===== src/inc/apub_pkg.sv =====
package apub_pkg;

    // Axis count and data widths
    localparam int NUM_AXES = 4;
    localparam int AXW      = 2;
    localparam int DW       = 32;
    localparam int AW       = 8;

    // Sample period pacing
    localparam int CLK_PERIOD_NS    = 40;
    localparam int SAMPLE_PERIOD_NS = 100000;
    localparam int SAMPLE_CYC       = SAMPLE_PERIOD_NS / CLK_PERIOD_NS;
    localparam int SCW              = 12;

    // Register byte offsets
    localparam logic [AW-1:0] OFS_AXIS_SEL   = 8'h00;
    localparam logic [AW-1:0] OFS_CMD        = 8'h04;
    localparam logic [AW-1:0] OFS_THR_PEND   = 8'h08;
    localparam logic [AW-1:0] OFS_THR_ACT    = 8'h0c;
    localparam logic [AW-1:0] OFS_AXIS_MODE  = 8'h10;
    localparam logic [AW-1:0] OFS_VEL_PEND   = 8'h14;
    localparam logic [AW-1:0] OFS_VEL_ACT    = 8'h18;
    localparam logic [AW-1:0] OFS_IRQ_STAT   = 8'h1c;
    localparam logic [AW-1:0] OFS_IRQ_MASK   = 8'h20;

    // Command register fields
    localparam int CMD_CODE_LSB = 0;
    localparam int CMD_CODE_W   = 4;
    localparam int CMD_MASK_LSB = 8;

    // Command codes
    localparam logic [CMD_CODE_W-1:0] CMD_COMMIT_CUR  = 4'h1;
    localparam logic [CMD_CODE_W-1:0] CMD_COMMIT_MASK = 4'h2;
    localparam logic [CMD_CODE_W-1:0] CMD_AUTO_ON     = 4'h3;
    localparam logic [CMD_CODE_W-1:0] CMD_AUTO_OFF    = 4'h4;
    localparam logic [CMD_CODE_W-1:0] CMD_ARM_RISE    = 4'h5;
    localparam logic [CMD_CODE_W-1:0] CMD_ARM_FALL    = 4'h6;
    localparam logic [CMD_CODE_W-1:0] CMD_ARM_DONE    = 4'h7;
    localparam logic [CMD_CODE_W-1:0] CMD_ARM_HOME    = 4'h8;
    localparam logic [CMD_CODE_W-1:0] CMD_DISARM      = 4'h9;
    localparam logic [CMD_CODE_W-1:0] CMD_SMOOTH_HALT = 4'ha;

    // Mode register fields
    localparam int MODE_AUTO_BIT = 0;
    localparam int MODE_ARM_LSB  = 1;

    // Reset values
    localparam logic [DW-1:0]       RST_WORD = 32'h0000_0000;
    localparam logic [NUM_AXES-1:0] RST_MASK = 4'h0;

    // Breakpoint arming state
    typedef enum logic [4:0] {
        BRK_IDLE = 5'b00001,
        BRK_RISE = 5'b00010,
        BRK_FALL = 5'b00100,
        BRK_DONE = 5'b01000,
        BRK_HOME = 5'b10000
    } apub_brk_t;

endpackage


===== src/design/apub_top.sv =====
// Operation
// RULE1 - Commit-current command activates all pending values of selected axis unconditionally.
// RULE2 - Masked commit activates pending values of every masked axis together.
// RULE3 - Auto commit per axis is off at reset; enable and disable commands.
// RULE4 - Auto commit enable readable as a bit of the axis mode register.
// RULE5 - A fired breakpoint disarms itself; host must arm again for more.
// RULE6 - Disarm command before firing cancels trigger and auto commit.
// RULE7 - Four conditions: rising position, falling position, motion done, home capture.
// RULE8 - Rising condition fires when actual position >= active threshold.
// RULE9 - Falling condition fires when actual position <= active threshold.
// RULE10 - Host commits threshold before arming a position condition.
// RULE11 - Threshold read returns the held threshold of the selected axis.
// RULE12 - Motion done condition fires when motion complete flag is one.
// RULE13 - On firing clear arming, then commit pending values if auto enabled.
// RULE14 - On firing set the triggered flag regardless of auto commit.
// RULE15 - Smooth halt stays pending until committed by command or auto commit.
// RULE16 - Home condition fires when capture requested and captured flag is one.
// RULE17 - Commits copy pending to active at next sample tick, all together.
// RULE18 - Conditions checked once per sample tick, one trigger per arming.
module apub_top (
    input  wire logic                           CORE_CLK_I,
    input  wire logic                           NRST_I,
    input  wire logic                           PSEL_I,
    input  wire logic                           PENABLE_I,
    input  wire logic                           PWRITE_I,
    input  wire logic [apub_pkg::AW-1:0]        PADDR_I,
    input  wire logic [apub_pkg::DW-1:0]        PWDATA_I,
    output logic      [apub_pkg::DW-1:0]        PRDATA_O,
    output logic                                PREADY_O,
    output logic                                PSLVERR_O,
    input  wire logic [apub_pkg::NUM_AXES*32-1:0] POS_ACT_I,
    input  wire logic [apub_pkg::NUM_AXES-1:0]  MOTION_DONE_I,
    input  wire logic [apub_pkg::NUM_AXES-1:0]  HOME_REQ_I,
    input  wire logic [apub_pkg::NUM_AXES-1:0]  HOME_CAPT_I,
    output logic      [apub_pkg::NUM_AXES*32-1:0] VEL_ACT_O,
    output logic      [apub_pkg::NUM_AXES-1:0]  SMOOTH_HALT_O,
    output logic      [apub_pkg::NUM_AXES-1:0]  BRK_FIRED_O,
    output logic                                SAMPLE_TICK_O,
    output logic                                IRQ_O
);

    localparam int N = apub_pkg::NUM_AXES;

    ////////////////////////////////////////////////////////////////////////
    // Sample period divider

    logic [apub_pkg::SCW-1:0] smp_cnt_r;
    logic                     tick_r;

    always_ff @(posedge CORE_CLK_I or negedge NRST_I) begin
        if (!NRST_I) begin
            smp_cnt_r <= '0;
            tick_r    <= 1'b0;
        end else if (smp_cnt_r == apub_pkg::SCW'(apub_pkg::SAMPLE_CYC - 1)) begin
            smp_cnt_r <= '0;
            tick_r    <= 1'b1;
        end else begin
            smp_cnt_r <= smp_cnt_r + 1'b1;
            tick_r    <= 1'b0;
        end
    end

    assign SAMPLE_TICK_O = tick_r;

    ////////////////////////////////////////////////////////////////////////
    // APB decode

    logic                     addr_ok;
    logic                     wr_en;
    logic                     rd_setup;
    logic [apub_pkg::AXW-1:0] axis_r;
    logic [N-1:0]             sel_cur;

    always_comb begin
        unique case (PADDR_I)
            apub_pkg::OFS_AXIS_SEL,
            apub_pkg::OFS_CMD,
            apub_pkg::OFS_THR_PEND,
            apub_pkg::OFS_THR_ACT,
            apub_pkg::OFS_AXIS_MODE,
            apub_pkg::OFS_VEL_PEND,
            apub_pkg::OFS_VEL_ACT,
            apub_pkg::OFS_IRQ_STAT,
            apub_pkg::OFS_IRQ_MASK: addr_ok = 1'b1;
            default:                addr_ok = 1'b0;
        endcase
    end

    assign PREADY_O  = 1'b1;
    assign PSLVERR_O = PSEL_I & PENABLE_I & ~addr_ok;
    assign wr_en     = PSEL_I & PENABLE_I & PWRITE_I & addr_ok;
    assign rd_setup  = PSEL_I & ~PENABLE_I & ~PWRITE_I;
    assign sel_cur   = N'(1) << axis_r;

    // Write strobes per register
    logic                              wr_cmd;
    logic                              wr_thr;
    logic                              wr_vel;
    logic [apub_pkg::CMD_CODE_W-1:0]   cmd_code;
    logic [N-1:0]                      cmd_mask;

    assign wr_cmd   = wr_en & (PADDR_I == apub_pkg::OFS_CMD);
    assign wr_thr   = wr_en & (PADDR_I == apub_pkg::OFS_THR_PEND);
    assign wr_vel   = wr_en & (PADDR_I == apub_pkg::OFS_VEL_PEND);
    assign cmd_code = PWDATA_I[apub_pkg::CMD_CODE_LSB +: apub_pkg::CMD_CODE_W];
    assign cmd_mask = PWDATA_I[apub_pkg::CMD_MASK_LSB +: N];

    always_ff @(posedge CORE_CLK_I or negedge NRST_I) begin
        if (!NRST_I) begin
            axis_r <= '0;
        end else if (wr_en && PADDR_I == apub_pkg::OFS_AXIS_SEL) begin
            axis_r <= PWDATA_I[apub_pkg::AXW-1:0];
        end
    end

    ////////////////////////////////////////////////////////////////////////
    // Home flags pass two flip-flops

    logic [2*N-1:0] home_a_r;
    logic [2*N-1:0] home_b_r;

    always_ff @(posedge CORE_CLK_I or negedge NRST_I) begin
        if (!NRST_I) begin
            home_a_r <= '0;
            home_b_r <= '0;
        end else begin
            home_a_r <= {HOME_CAPT_I, HOME_REQ_I};
            home_b_r <= home_a_r;
        end
    end

    ////////////////////////////////////////////////////////////////////////
    // Per-axis pending and active state

    logic [apub_pkg::DW-1:0] thr_pend_w [N];
    logic [apub_pkg::DW-1:0] thr_act_w  [N];
    logic [apub_pkg::DW-1:0] vel_pend_w [N];
    logic [apub_pkg::DW-1:0] vel_act_w  [N];
    logic [5:0]              mode_w     [N];
    logic [N-1:0]            fire_w;

    genvar g;
    generate
        for (g = 0; g < N; g++) begin : g_axis
            logic [apub_pkg::DW-1:0] thr_pend_r;
            logic [apub_pkg::DW-1:0] thr_act_r;
            logic [apub_pkg::DW-1:0] vel_pend_r;
            logic [apub_pkg::DW-1:0] vel_act_r;
            logic                    halt_pend_r;
            logic                    halt_act_r;
            logic                    auto_r;
            logic                    commit_r;
            logic                    fired_r;
            apub_pkg::apub_brk_t     brk_r;
            logic                    cmd_here;
            logic                    cond;
            logic                    fire;
            logic signed [31:0]      pos;

            assign cmd_here = wr_cmd & sel_cur[g];
            assign pos      = POS_ACT_I[g*32 +: 32];

            // Pending values, written for the current axis only
            always_ff @(posedge CORE_CLK_I or negedge NRST_I) begin
                if (!NRST_I) begin
                    thr_pend_r <= apub_pkg::RST_WORD;
                    vel_pend_r <= apub_pkg::RST_WORD;
                end else begin
                    if (wr_thr && sel_cur[g]) begin
                        thr_pend_r <= PWDATA_I;
                    end
                    if (wr_vel && sel_cur[g]) begin
                        vel_pend_r <= PWDATA_I;
                    end
                end
            end

            // Smooth halt waits in the pending buffer
            always_ff @(posedge CORE_CLK_I or negedge NRST_I) begin
                if (!NRST_I) begin
                    halt_pend_r <= 1'b0;
                end else if (cmd_here && cmd_code == apub_pkg::CMD_SMOOTH_HALT) begin
                    halt_pend_r <= 1'b1; // [RULE15]
                end else if (tick_r && commit_r) begin
                    halt_pend_r <= 1'b0;
                end
            end

            // Auto commit enable
            always_ff @(posedge CORE_CLK_I or negedge NRST_I) begin
                if (!NRST_I) begin
                    auto_r <= 1'b0; // [RULE3]
                end else if (cmd_here && cmd_code == apub_pkg::CMD_AUTO_ON) begin
                    auto_r <= 1'b1; // [RULE3]
                end else if (cmd_here && cmd_code == apub_pkg::CMD_AUTO_OFF) begin
                    auto_r <= 1'b0; // [RULE3]
                end
            end

            // Breakpoint condition, sampled once per tick
            always_comb begin
                unique case (brk_r)
                    apub_pkg::BRK_RISE: cond = pos >= $signed(thr_act_r); // [RULE8]
                    apub_pkg::BRK_FALL: cond = pos <= $signed(thr_act_r); // [RULE9]
                    apub_pkg::BRK_DONE: cond = MOTION_DONE_I[g]; // [RULE12]
                    apub_pkg::BRK_HOME: cond = home_b_r[g] & home_b_r[N+g]; // [RULE16]
                    default:            cond = 1'b0;
                endcase
            end

            assign fire = tick_r & cond; // [RULE18]

            // Arming state; a fire disarms before a new command arms
            always_ff @(posedge CORE_CLK_I or negedge NRST_I) begin
                if (!NRST_I) begin
                    brk_r <= apub_pkg::BRK_IDLE;
                end else if (cmd_here) begin
                    unique case (cmd_code)
                        apub_pkg::CMD_ARM_RISE: brk_r <= apub_pkg::BRK_RISE; // [RULE7]
                        apub_pkg::CMD_ARM_FALL: brk_r <= apub_pkg::BRK_FALL; // [RULE7]
                        apub_pkg::CMD_ARM_DONE: brk_r <= apub_pkg::BRK_DONE; // [RULE7]
                        apub_pkg::CMD_ARM_HOME: brk_r <= apub_pkg::BRK_HOME; // [RULE7]
                        apub_pkg::CMD_DISARM:   brk_r <= apub_pkg::BRK_IDLE; // [RULE6]
                        default:                brk_r <= fire ? apub_pkg::BRK_IDLE : brk_r;
                    endcase
                end else if (fire) begin
                    brk_r <= apub_pkg::BRK_IDLE; // [RULE5] [RULE13]
                end
            end

            // Commit request, served at the next tick
            always_ff @(posedge CORE_CLK_I or negedge NRST_I) begin
                if (!NRST_I) begin
                    commit_r <= 1'b0;
                end else begin
                    commit_r <= (commit_r & ~tick_r)
                              | (cmd_here && cmd_code == apub_pkg::CMD_COMMIT_CUR) // [RULE1]
                              | (wr_cmd && cmd_code == apub_pkg::CMD_COMMIT_MASK
                                 && cmd_mask[g]) // [RULE2]
                              | (fire & auto_r); // [RULE13]
                end
            end

            // All pending values become active on one tick
            always_ff @(posedge CORE_CLK_I or negedge NRST_I) begin
                if (!NRST_I) begin
                    thr_act_r <= apub_pkg::RST_WORD;
                    vel_act_r <= apub_pkg::RST_WORD;
                end else if (tick_r && commit_r) begin
                    thr_act_r <= thr_pend_r; // [RULE17]
                    vel_act_r <= vel_pend_r; // [RULE17]
                end
            end

            // Active halt holds until the axis reports motion done
            always_ff @(posedge CORE_CLK_I or negedge NRST_I) begin
                if (!NRST_I) begin
                    halt_act_r <= 1'b0;
                end else if (tick_r && commit_r && halt_pend_r) begin
                    halt_act_r <= 1'b1; // [RULE15] [RULE17]
                end else if (MOTION_DONE_I[g]) begin
                    halt_act_r <= 1'b0;
                end
            end

            always_ff @(posedge CORE_CLK_I or negedge NRST_I) begin
                if (!NRST_I) begin
                    fired_r <= 1'b0;
                end else begin
                    fired_r <= fire;
                end
            end

            assign thr_pend_w[g]       = thr_pend_r;
            assign thr_act_w[g]        = thr_act_r;
            assign vel_pend_w[g]       = vel_pend_r;
            assign vel_act_w[g]        = vel_act_r;
            assign mode_w[g]           = {brk_r, auto_r}; // [RULE4]
            assign fire_w[g]           = fire;
            assign VEL_ACT_O[g*32 +: 32] = vel_act_r;
            assign SMOOTH_HALT_O[g]    = halt_act_r;
            assign BRK_FIRED_O[g]      = fired_r;
        end
    endgenerate

    ////////////////////////////////////////////////////////////////////////
    // Breakpoint-triggered flags and interrupt

    logic [N-1:0] irq_stat_r;
    logic [N-1:0] irq_mask_r;
    logic [N-1:0] stat_clr;

    assign stat_clr = (wr_en && PADDR_I == apub_pkg::OFS_IRQ_STAT) ? PWDATA_I[N-1:0] : '0;

    // Set wins over a write-one clear in the same cycle
    always_ff @(posedge CORE_CLK_I or negedge NRST_I) begin
        if (!NRST_I) begin
            irq_stat_r <= apub_pkg::RST_MASK;
        end else begin
            irq_stat_r <= (irq_stat_r & ~stat_clr) | fire_w; // [RULE14]
        end
    end

    always_ff @(posedge CORE_CLK_I or negedge NRST_I) begin
        if (!NRST_I) begin
            irq_mask_r <= apub_pkg::RST_MASK;
        end else if (wr_en && PADDR_I == apub_pkg::OFS_IRQ_MASK) begin
            irq_mask_r <= PWDATA_I[N-1:0];
        end
    end

    assign IRQ_O = |(irq_stat_r & irq_mask_r);

    ////////////////////////////////////////////////////////////////////////
    // Read data, captured in the setup cycle

    logic [apub_pkg::DW-1:0] rd_nxt;

    always_comb begin
        rd_nxt = '0;
        unique case (PADDR_I)
            apub_pkg::OFS_AXIS_SEL:  rd_nxt[apub_pkg::AXW-1:0] = axis_r;
            apub_pkg::OFS_THR_PEND:  rd_nxt = thr_pend_w[axis_r];
            apub_pkg::OFS_THR_ACT:   rd_nxt = thr_act_w[axis_r]; // [RULE11]
            apub_pkg::OFS_AXIS_MODE: rd_nxt[5:0] = mode_w[axis_r]; // [RULE4]
            apub_pkg::OFS_VEL_PEND:  rd_nxt = vel_pend_w[axis_r];
            apub_pkg::OFS_VEL_ACT:   rd_nxt = vel_act_w[axis_r];
            apub_pkg::OFS_IRQ_STAT:  rd_nxt[N-1:0] = irq_stat_r;
            apub_pkg::OFS_IRQ_MASK:  rd_nxt[N-1:0] = irq_mask_r;
            default:                 rd_nxt = '0;
        endcase
    end

    always_ff @(posedge CORE_CLK_I or negedge NRST_I) begin
        if (!NRST_I) begin
            PRDATA_O <= apub_pkg::RST_WORD;
        end else if (rd_setup) begin
            PRDATA_O <= rd_nxt;
        end
    end

endmodule


===== config.mk =====
export PLATFORM = sky130hd
export DESIGN_NAME = apub_top
export DESIGN_NICKNAME = d
export VERILOG_FILES = /design/src/inc/apub_pkg.sv /design/src/design/apub_top.sv
export SDC_FILE = /design/constraint.sdc
export NUM_CORES = 1
export LEC_CHECK = 0
export BUFFER_PORTS_ARGS = -buffer_cell sky130_fd_sc_hd__buf_2
export CORE_ASPECT_RATIO = 1.25
export CORE_MARGIN = 3
export CORE_UTILIZATION = 34
export CTS_BUF_LIST = sky130_fd_sc_hd__clkbuf_8 sky130_fd_sc_hd__clkbuf_16
export DETAILED_ROUTE_END_ITERATION = 10
export REMOVE_ABC_BUFFERS = 1
export SETUP_SLACK_MARGIN = 0.3
export SKIP_CTS_REPAIR_TIMING = 1
export SLEW_MARGIN = 20
export SYNTH_ARGS = -nofsm -noshare
export SYNTH_HDL_FRONTEND = slang
export SYNTH_SLANG_ARGS = --single-unit
export TNS_END_PERCENT = 10

===== constraint.sdc =====
create_clock -name CORE_CLK_I -period 3.6 [get_ports CORE_CLK_I]
set_input_delay 0 -clock CORE_CLK_I [delete_from_list [all_inputs] [get_ports CORE_CLK_I]]
set_output_delay 0 -clock CORE_CLK_I [all_outputs]
set_load 0.05 [all_outputs]

==> metrics <==
status=finished, violations left; failing checks=hold timing; Final Hold Fails=5; Slowest-stage cell, CP=a221oi_1; largest net degree at the start of global routing=105; layout cells sized above 1=35.8%; CTS buffer count=70; Post-synth EDFFs=0; met2 GRT Util=36.1%; Post-Synth XOR/XNOR Area=0.312%; die width=275 um; setup tns final=0 ns; Worst Path Required=4.11 ns; Via-to-Cell Ratio=5.47; Final min period=3.24 ns; main combinational cell family by area after synthesis=multiplexers; RSZ-0062 raised after global routing=yes; drt first pass iters=5; DP Worst Slack=0.286 ns; CP Launch Type=flop; Power Density=417 nW/um2; vias in the first global route=22,727; commonest non-fill, non-tap cell in the layout=dfrtp_1; Tcrit/Tclk final=90.0%; R2R depth=11; Worst-path clk slew=0.06 ns; Final WS setup=0.361 ns; Distinct cells, synth=77; vias post-DR=21,663; GRT Max-Usage Layer=met2; WL per Instance=26.4 um; HP Class=primary input to flop; hold path cells=5; detailed-placement wirelength estimate=74,400 um; H-tree depth=3; post-synth top area cell=dfrtp_1; most frequent cells in the layout=dfrtp_1, buf_2, mux2_2, mux2_1, inv_1; aggregate global routing overflow=0; f_max=309 MHz; Synth Area in Simple Gates=5.03%; R2R Path Start=g_axis[0].thr_act_r[23]; row count=122; Primary FF master, synth=dfrtp_1; VDD IR max=0.348 mV; crit end category=flop; FFs w/ async S/R, synth=100%; ANT nets after route=0; 1st-iter DRT viols=1,440; DIE HEIGHT=343 um; maximum fanout along the worst path=3; total wire length=105,000 um; synth top area cells=dfrtp_1, mux2_2, mux4_2; gpl congestion=0.914; CTS tree=done; synthesized cell area=30,800 um2; crit path from=g_axis[0].thr_act_r[23]; Post-Synth Adder-Cell Area=5.23%; max-cap violations=0; CP Cell Sequence=inv_1 > ha_1 > and4_1 > a221oi_1 > nor2_1 > nor3_2 > mux2_4 > a21bo_1 > nand2_2 > inv_2 > a221o_1; # diodes=0; Die ar.=94,400 um2; first-pass GRT wire length=154,000 um; Port-buffer cells=355; Seq/Total Area, Yosys=50.6%; compound-gate portion of the synthesized area=6.37%; Initial Util=34.5%; arrival time at the worst endpoint=3.75 ns; fin cells=3,963; Worst slew margin=33.6%; final setup fails=0; FF+latch count, synth=623; Worst Max-Slew Pin Slew=0.997 ns; worst skew pair latency=0.64 ns; M3 GR Usage=4.57%; CTS Root Buffer Type=clkbuf_16; Min Hold Slack=-0.0608 ns; Hold Crit Start=PADDR_I[2]; leakage=18.0 nW; Mapped Cells=2,316; Top Ports=357; largest buffer count on any clock path=3; pins over their slew limit=0; P&R area growth vs syn=20.8%; gr usage total=22.1%; core footprint=89,300 um2; delay of the slowest cell on the worst path=0.58 ns; top-area cell type share of the netlist area=50.2%; # DRC=0; Synth warnings=0; Synth Area per Inst=13.3 um2; # clock sinks=623; initial antenna violation count=9; Post-Place Cells=3,792; clock skew=0.0343 ns; Setup CP Type=flop to flop; post-synthesis mux area share=28.9%; M1 GR Usage=28.5%; # nets final=3,048
==> layout make-up <==
type | instances | area [um2]
clock buffers | 84 | 1960
clock inverters | 39 | 400
fillers | 8268 | 52000
inverters | 152 | 571
multi-input cells | 1414 | 14300
flip-flops and latches | 623 | 15600
well taps | 1178 | 1470
repair buffers | 473 | 2980
==> worst paths after layout <==
kind | to | slack (ns)
min in group asynchronous | PRDATA_O[24] | -0.04
worst min-delay path | axis_r[0] | -0.06
worst max register to register | g_axis[0].commit_r | 0.36
max in group asynchronous | g_axis[1].vel_pend_r[14] | 2.48
worst max-delay path | g_axis[0].commit_r | 0.36
worst min register to register | home_b_r[5] | 0.35
==> cells by family after synthesis <==
family	count (synthesis)
AOI/OAI and AO/OA	298
muxes	659
DFF	623
buffers and inverters	279
other	1
adders and majority gates	129
xor gates and xnor gates	11
and+or+nand+nor	316
==> registers in the layout, summed over array words and instances (netlist names) <==
register            flops
smp_cnt_r              12
g_axis.vel_act_r      128
home_b_r                8
PRDATA_O               32
g_axis.brk_r           20
g_axis.halt_act_r       4
SAMPLE_TICK_O           1
home_a_r                8
axis_r                  2
g_axis.thr_pend_r     128
g_axis.auto_r           4
g_axis.commit_r         4
g_axis.fired_r          4
g_axis.vel_pend_r     128
irq_mask_r              4
g_axis.halt_pend_r      4
g_axis.thr_act_r      128
irq_stat_r              4
==> metal layers <==
metal	routed length, um	share of wire (%)
met5	66	0.063
met4	4500	4.3
met3	6900	6.6
met2	49900	48
met1	43400	41
==> cells in the mapped netlist (4+ instances only) <==
master / count
a211oi_1: 5
a21o_1: 9
a21oi_1: 65
a221oi_1: 4
a22o_1: 10
a22oi_1: 65
a31oi_1: 33
and3_1: 13
buf_1: 18
buf_2: 13
buf_4: 9
clkbuf_1: 87
dfrtp_1: 619
dfstp_2: 4
ha_1: 129
inv_1: 151
mux2_1: 226
mux2_2: 292
mux2i_1: 6
mux4_2: 134
nand2_1: 82
nand2b_1: 10
nand3_1: 30
nand3b_1: 6
nand4_1: 25
nor2_1: 86
nor2b_1: 7
nor3_1: 14
nor3b_1: 6
nor4_1: 8
o211ai_1: 6
o21ai_0: 29
o21ai_1: 27
o22ai_1: 7
o2bb2ai_1: 4
o31ai_1: 4
or3_1: 8
xnor2_1: 8
==> power breakdown <==
part           internal [mW]  switching (mW)
clock network           4.25            3.09
logic                  0.325           0.748
registers               7.07          0.0512
total                   11.6            3.88
==> worst max-delay path, delay by kind of cell (launching register included) <==
kind | cells | cell delay, ns
compound gates | 3 | 1.07
simple gates | 4 | 0.93
flops | 1 | 0.41
mux | 1 | 0.33
fa+ha+maj | 1 | 0.29
buf+inv | 2 | 0.11
==> through the flow <==
step	utilization, %	power [mW]	hold slack, ns	cell area, um2
floorplan	-	7.70	-0.296	30300
global placement	38.5	8.27	0.0740	34400
detailed placement	38.5	8.29	0.0768	34400
CTS	41.2	15.6	-0.600	36800
global route	41.7	16.1	0.0134	37300
finish	41.7	15.5	-0.0608	37300
(Power assumes the default switching activity.)
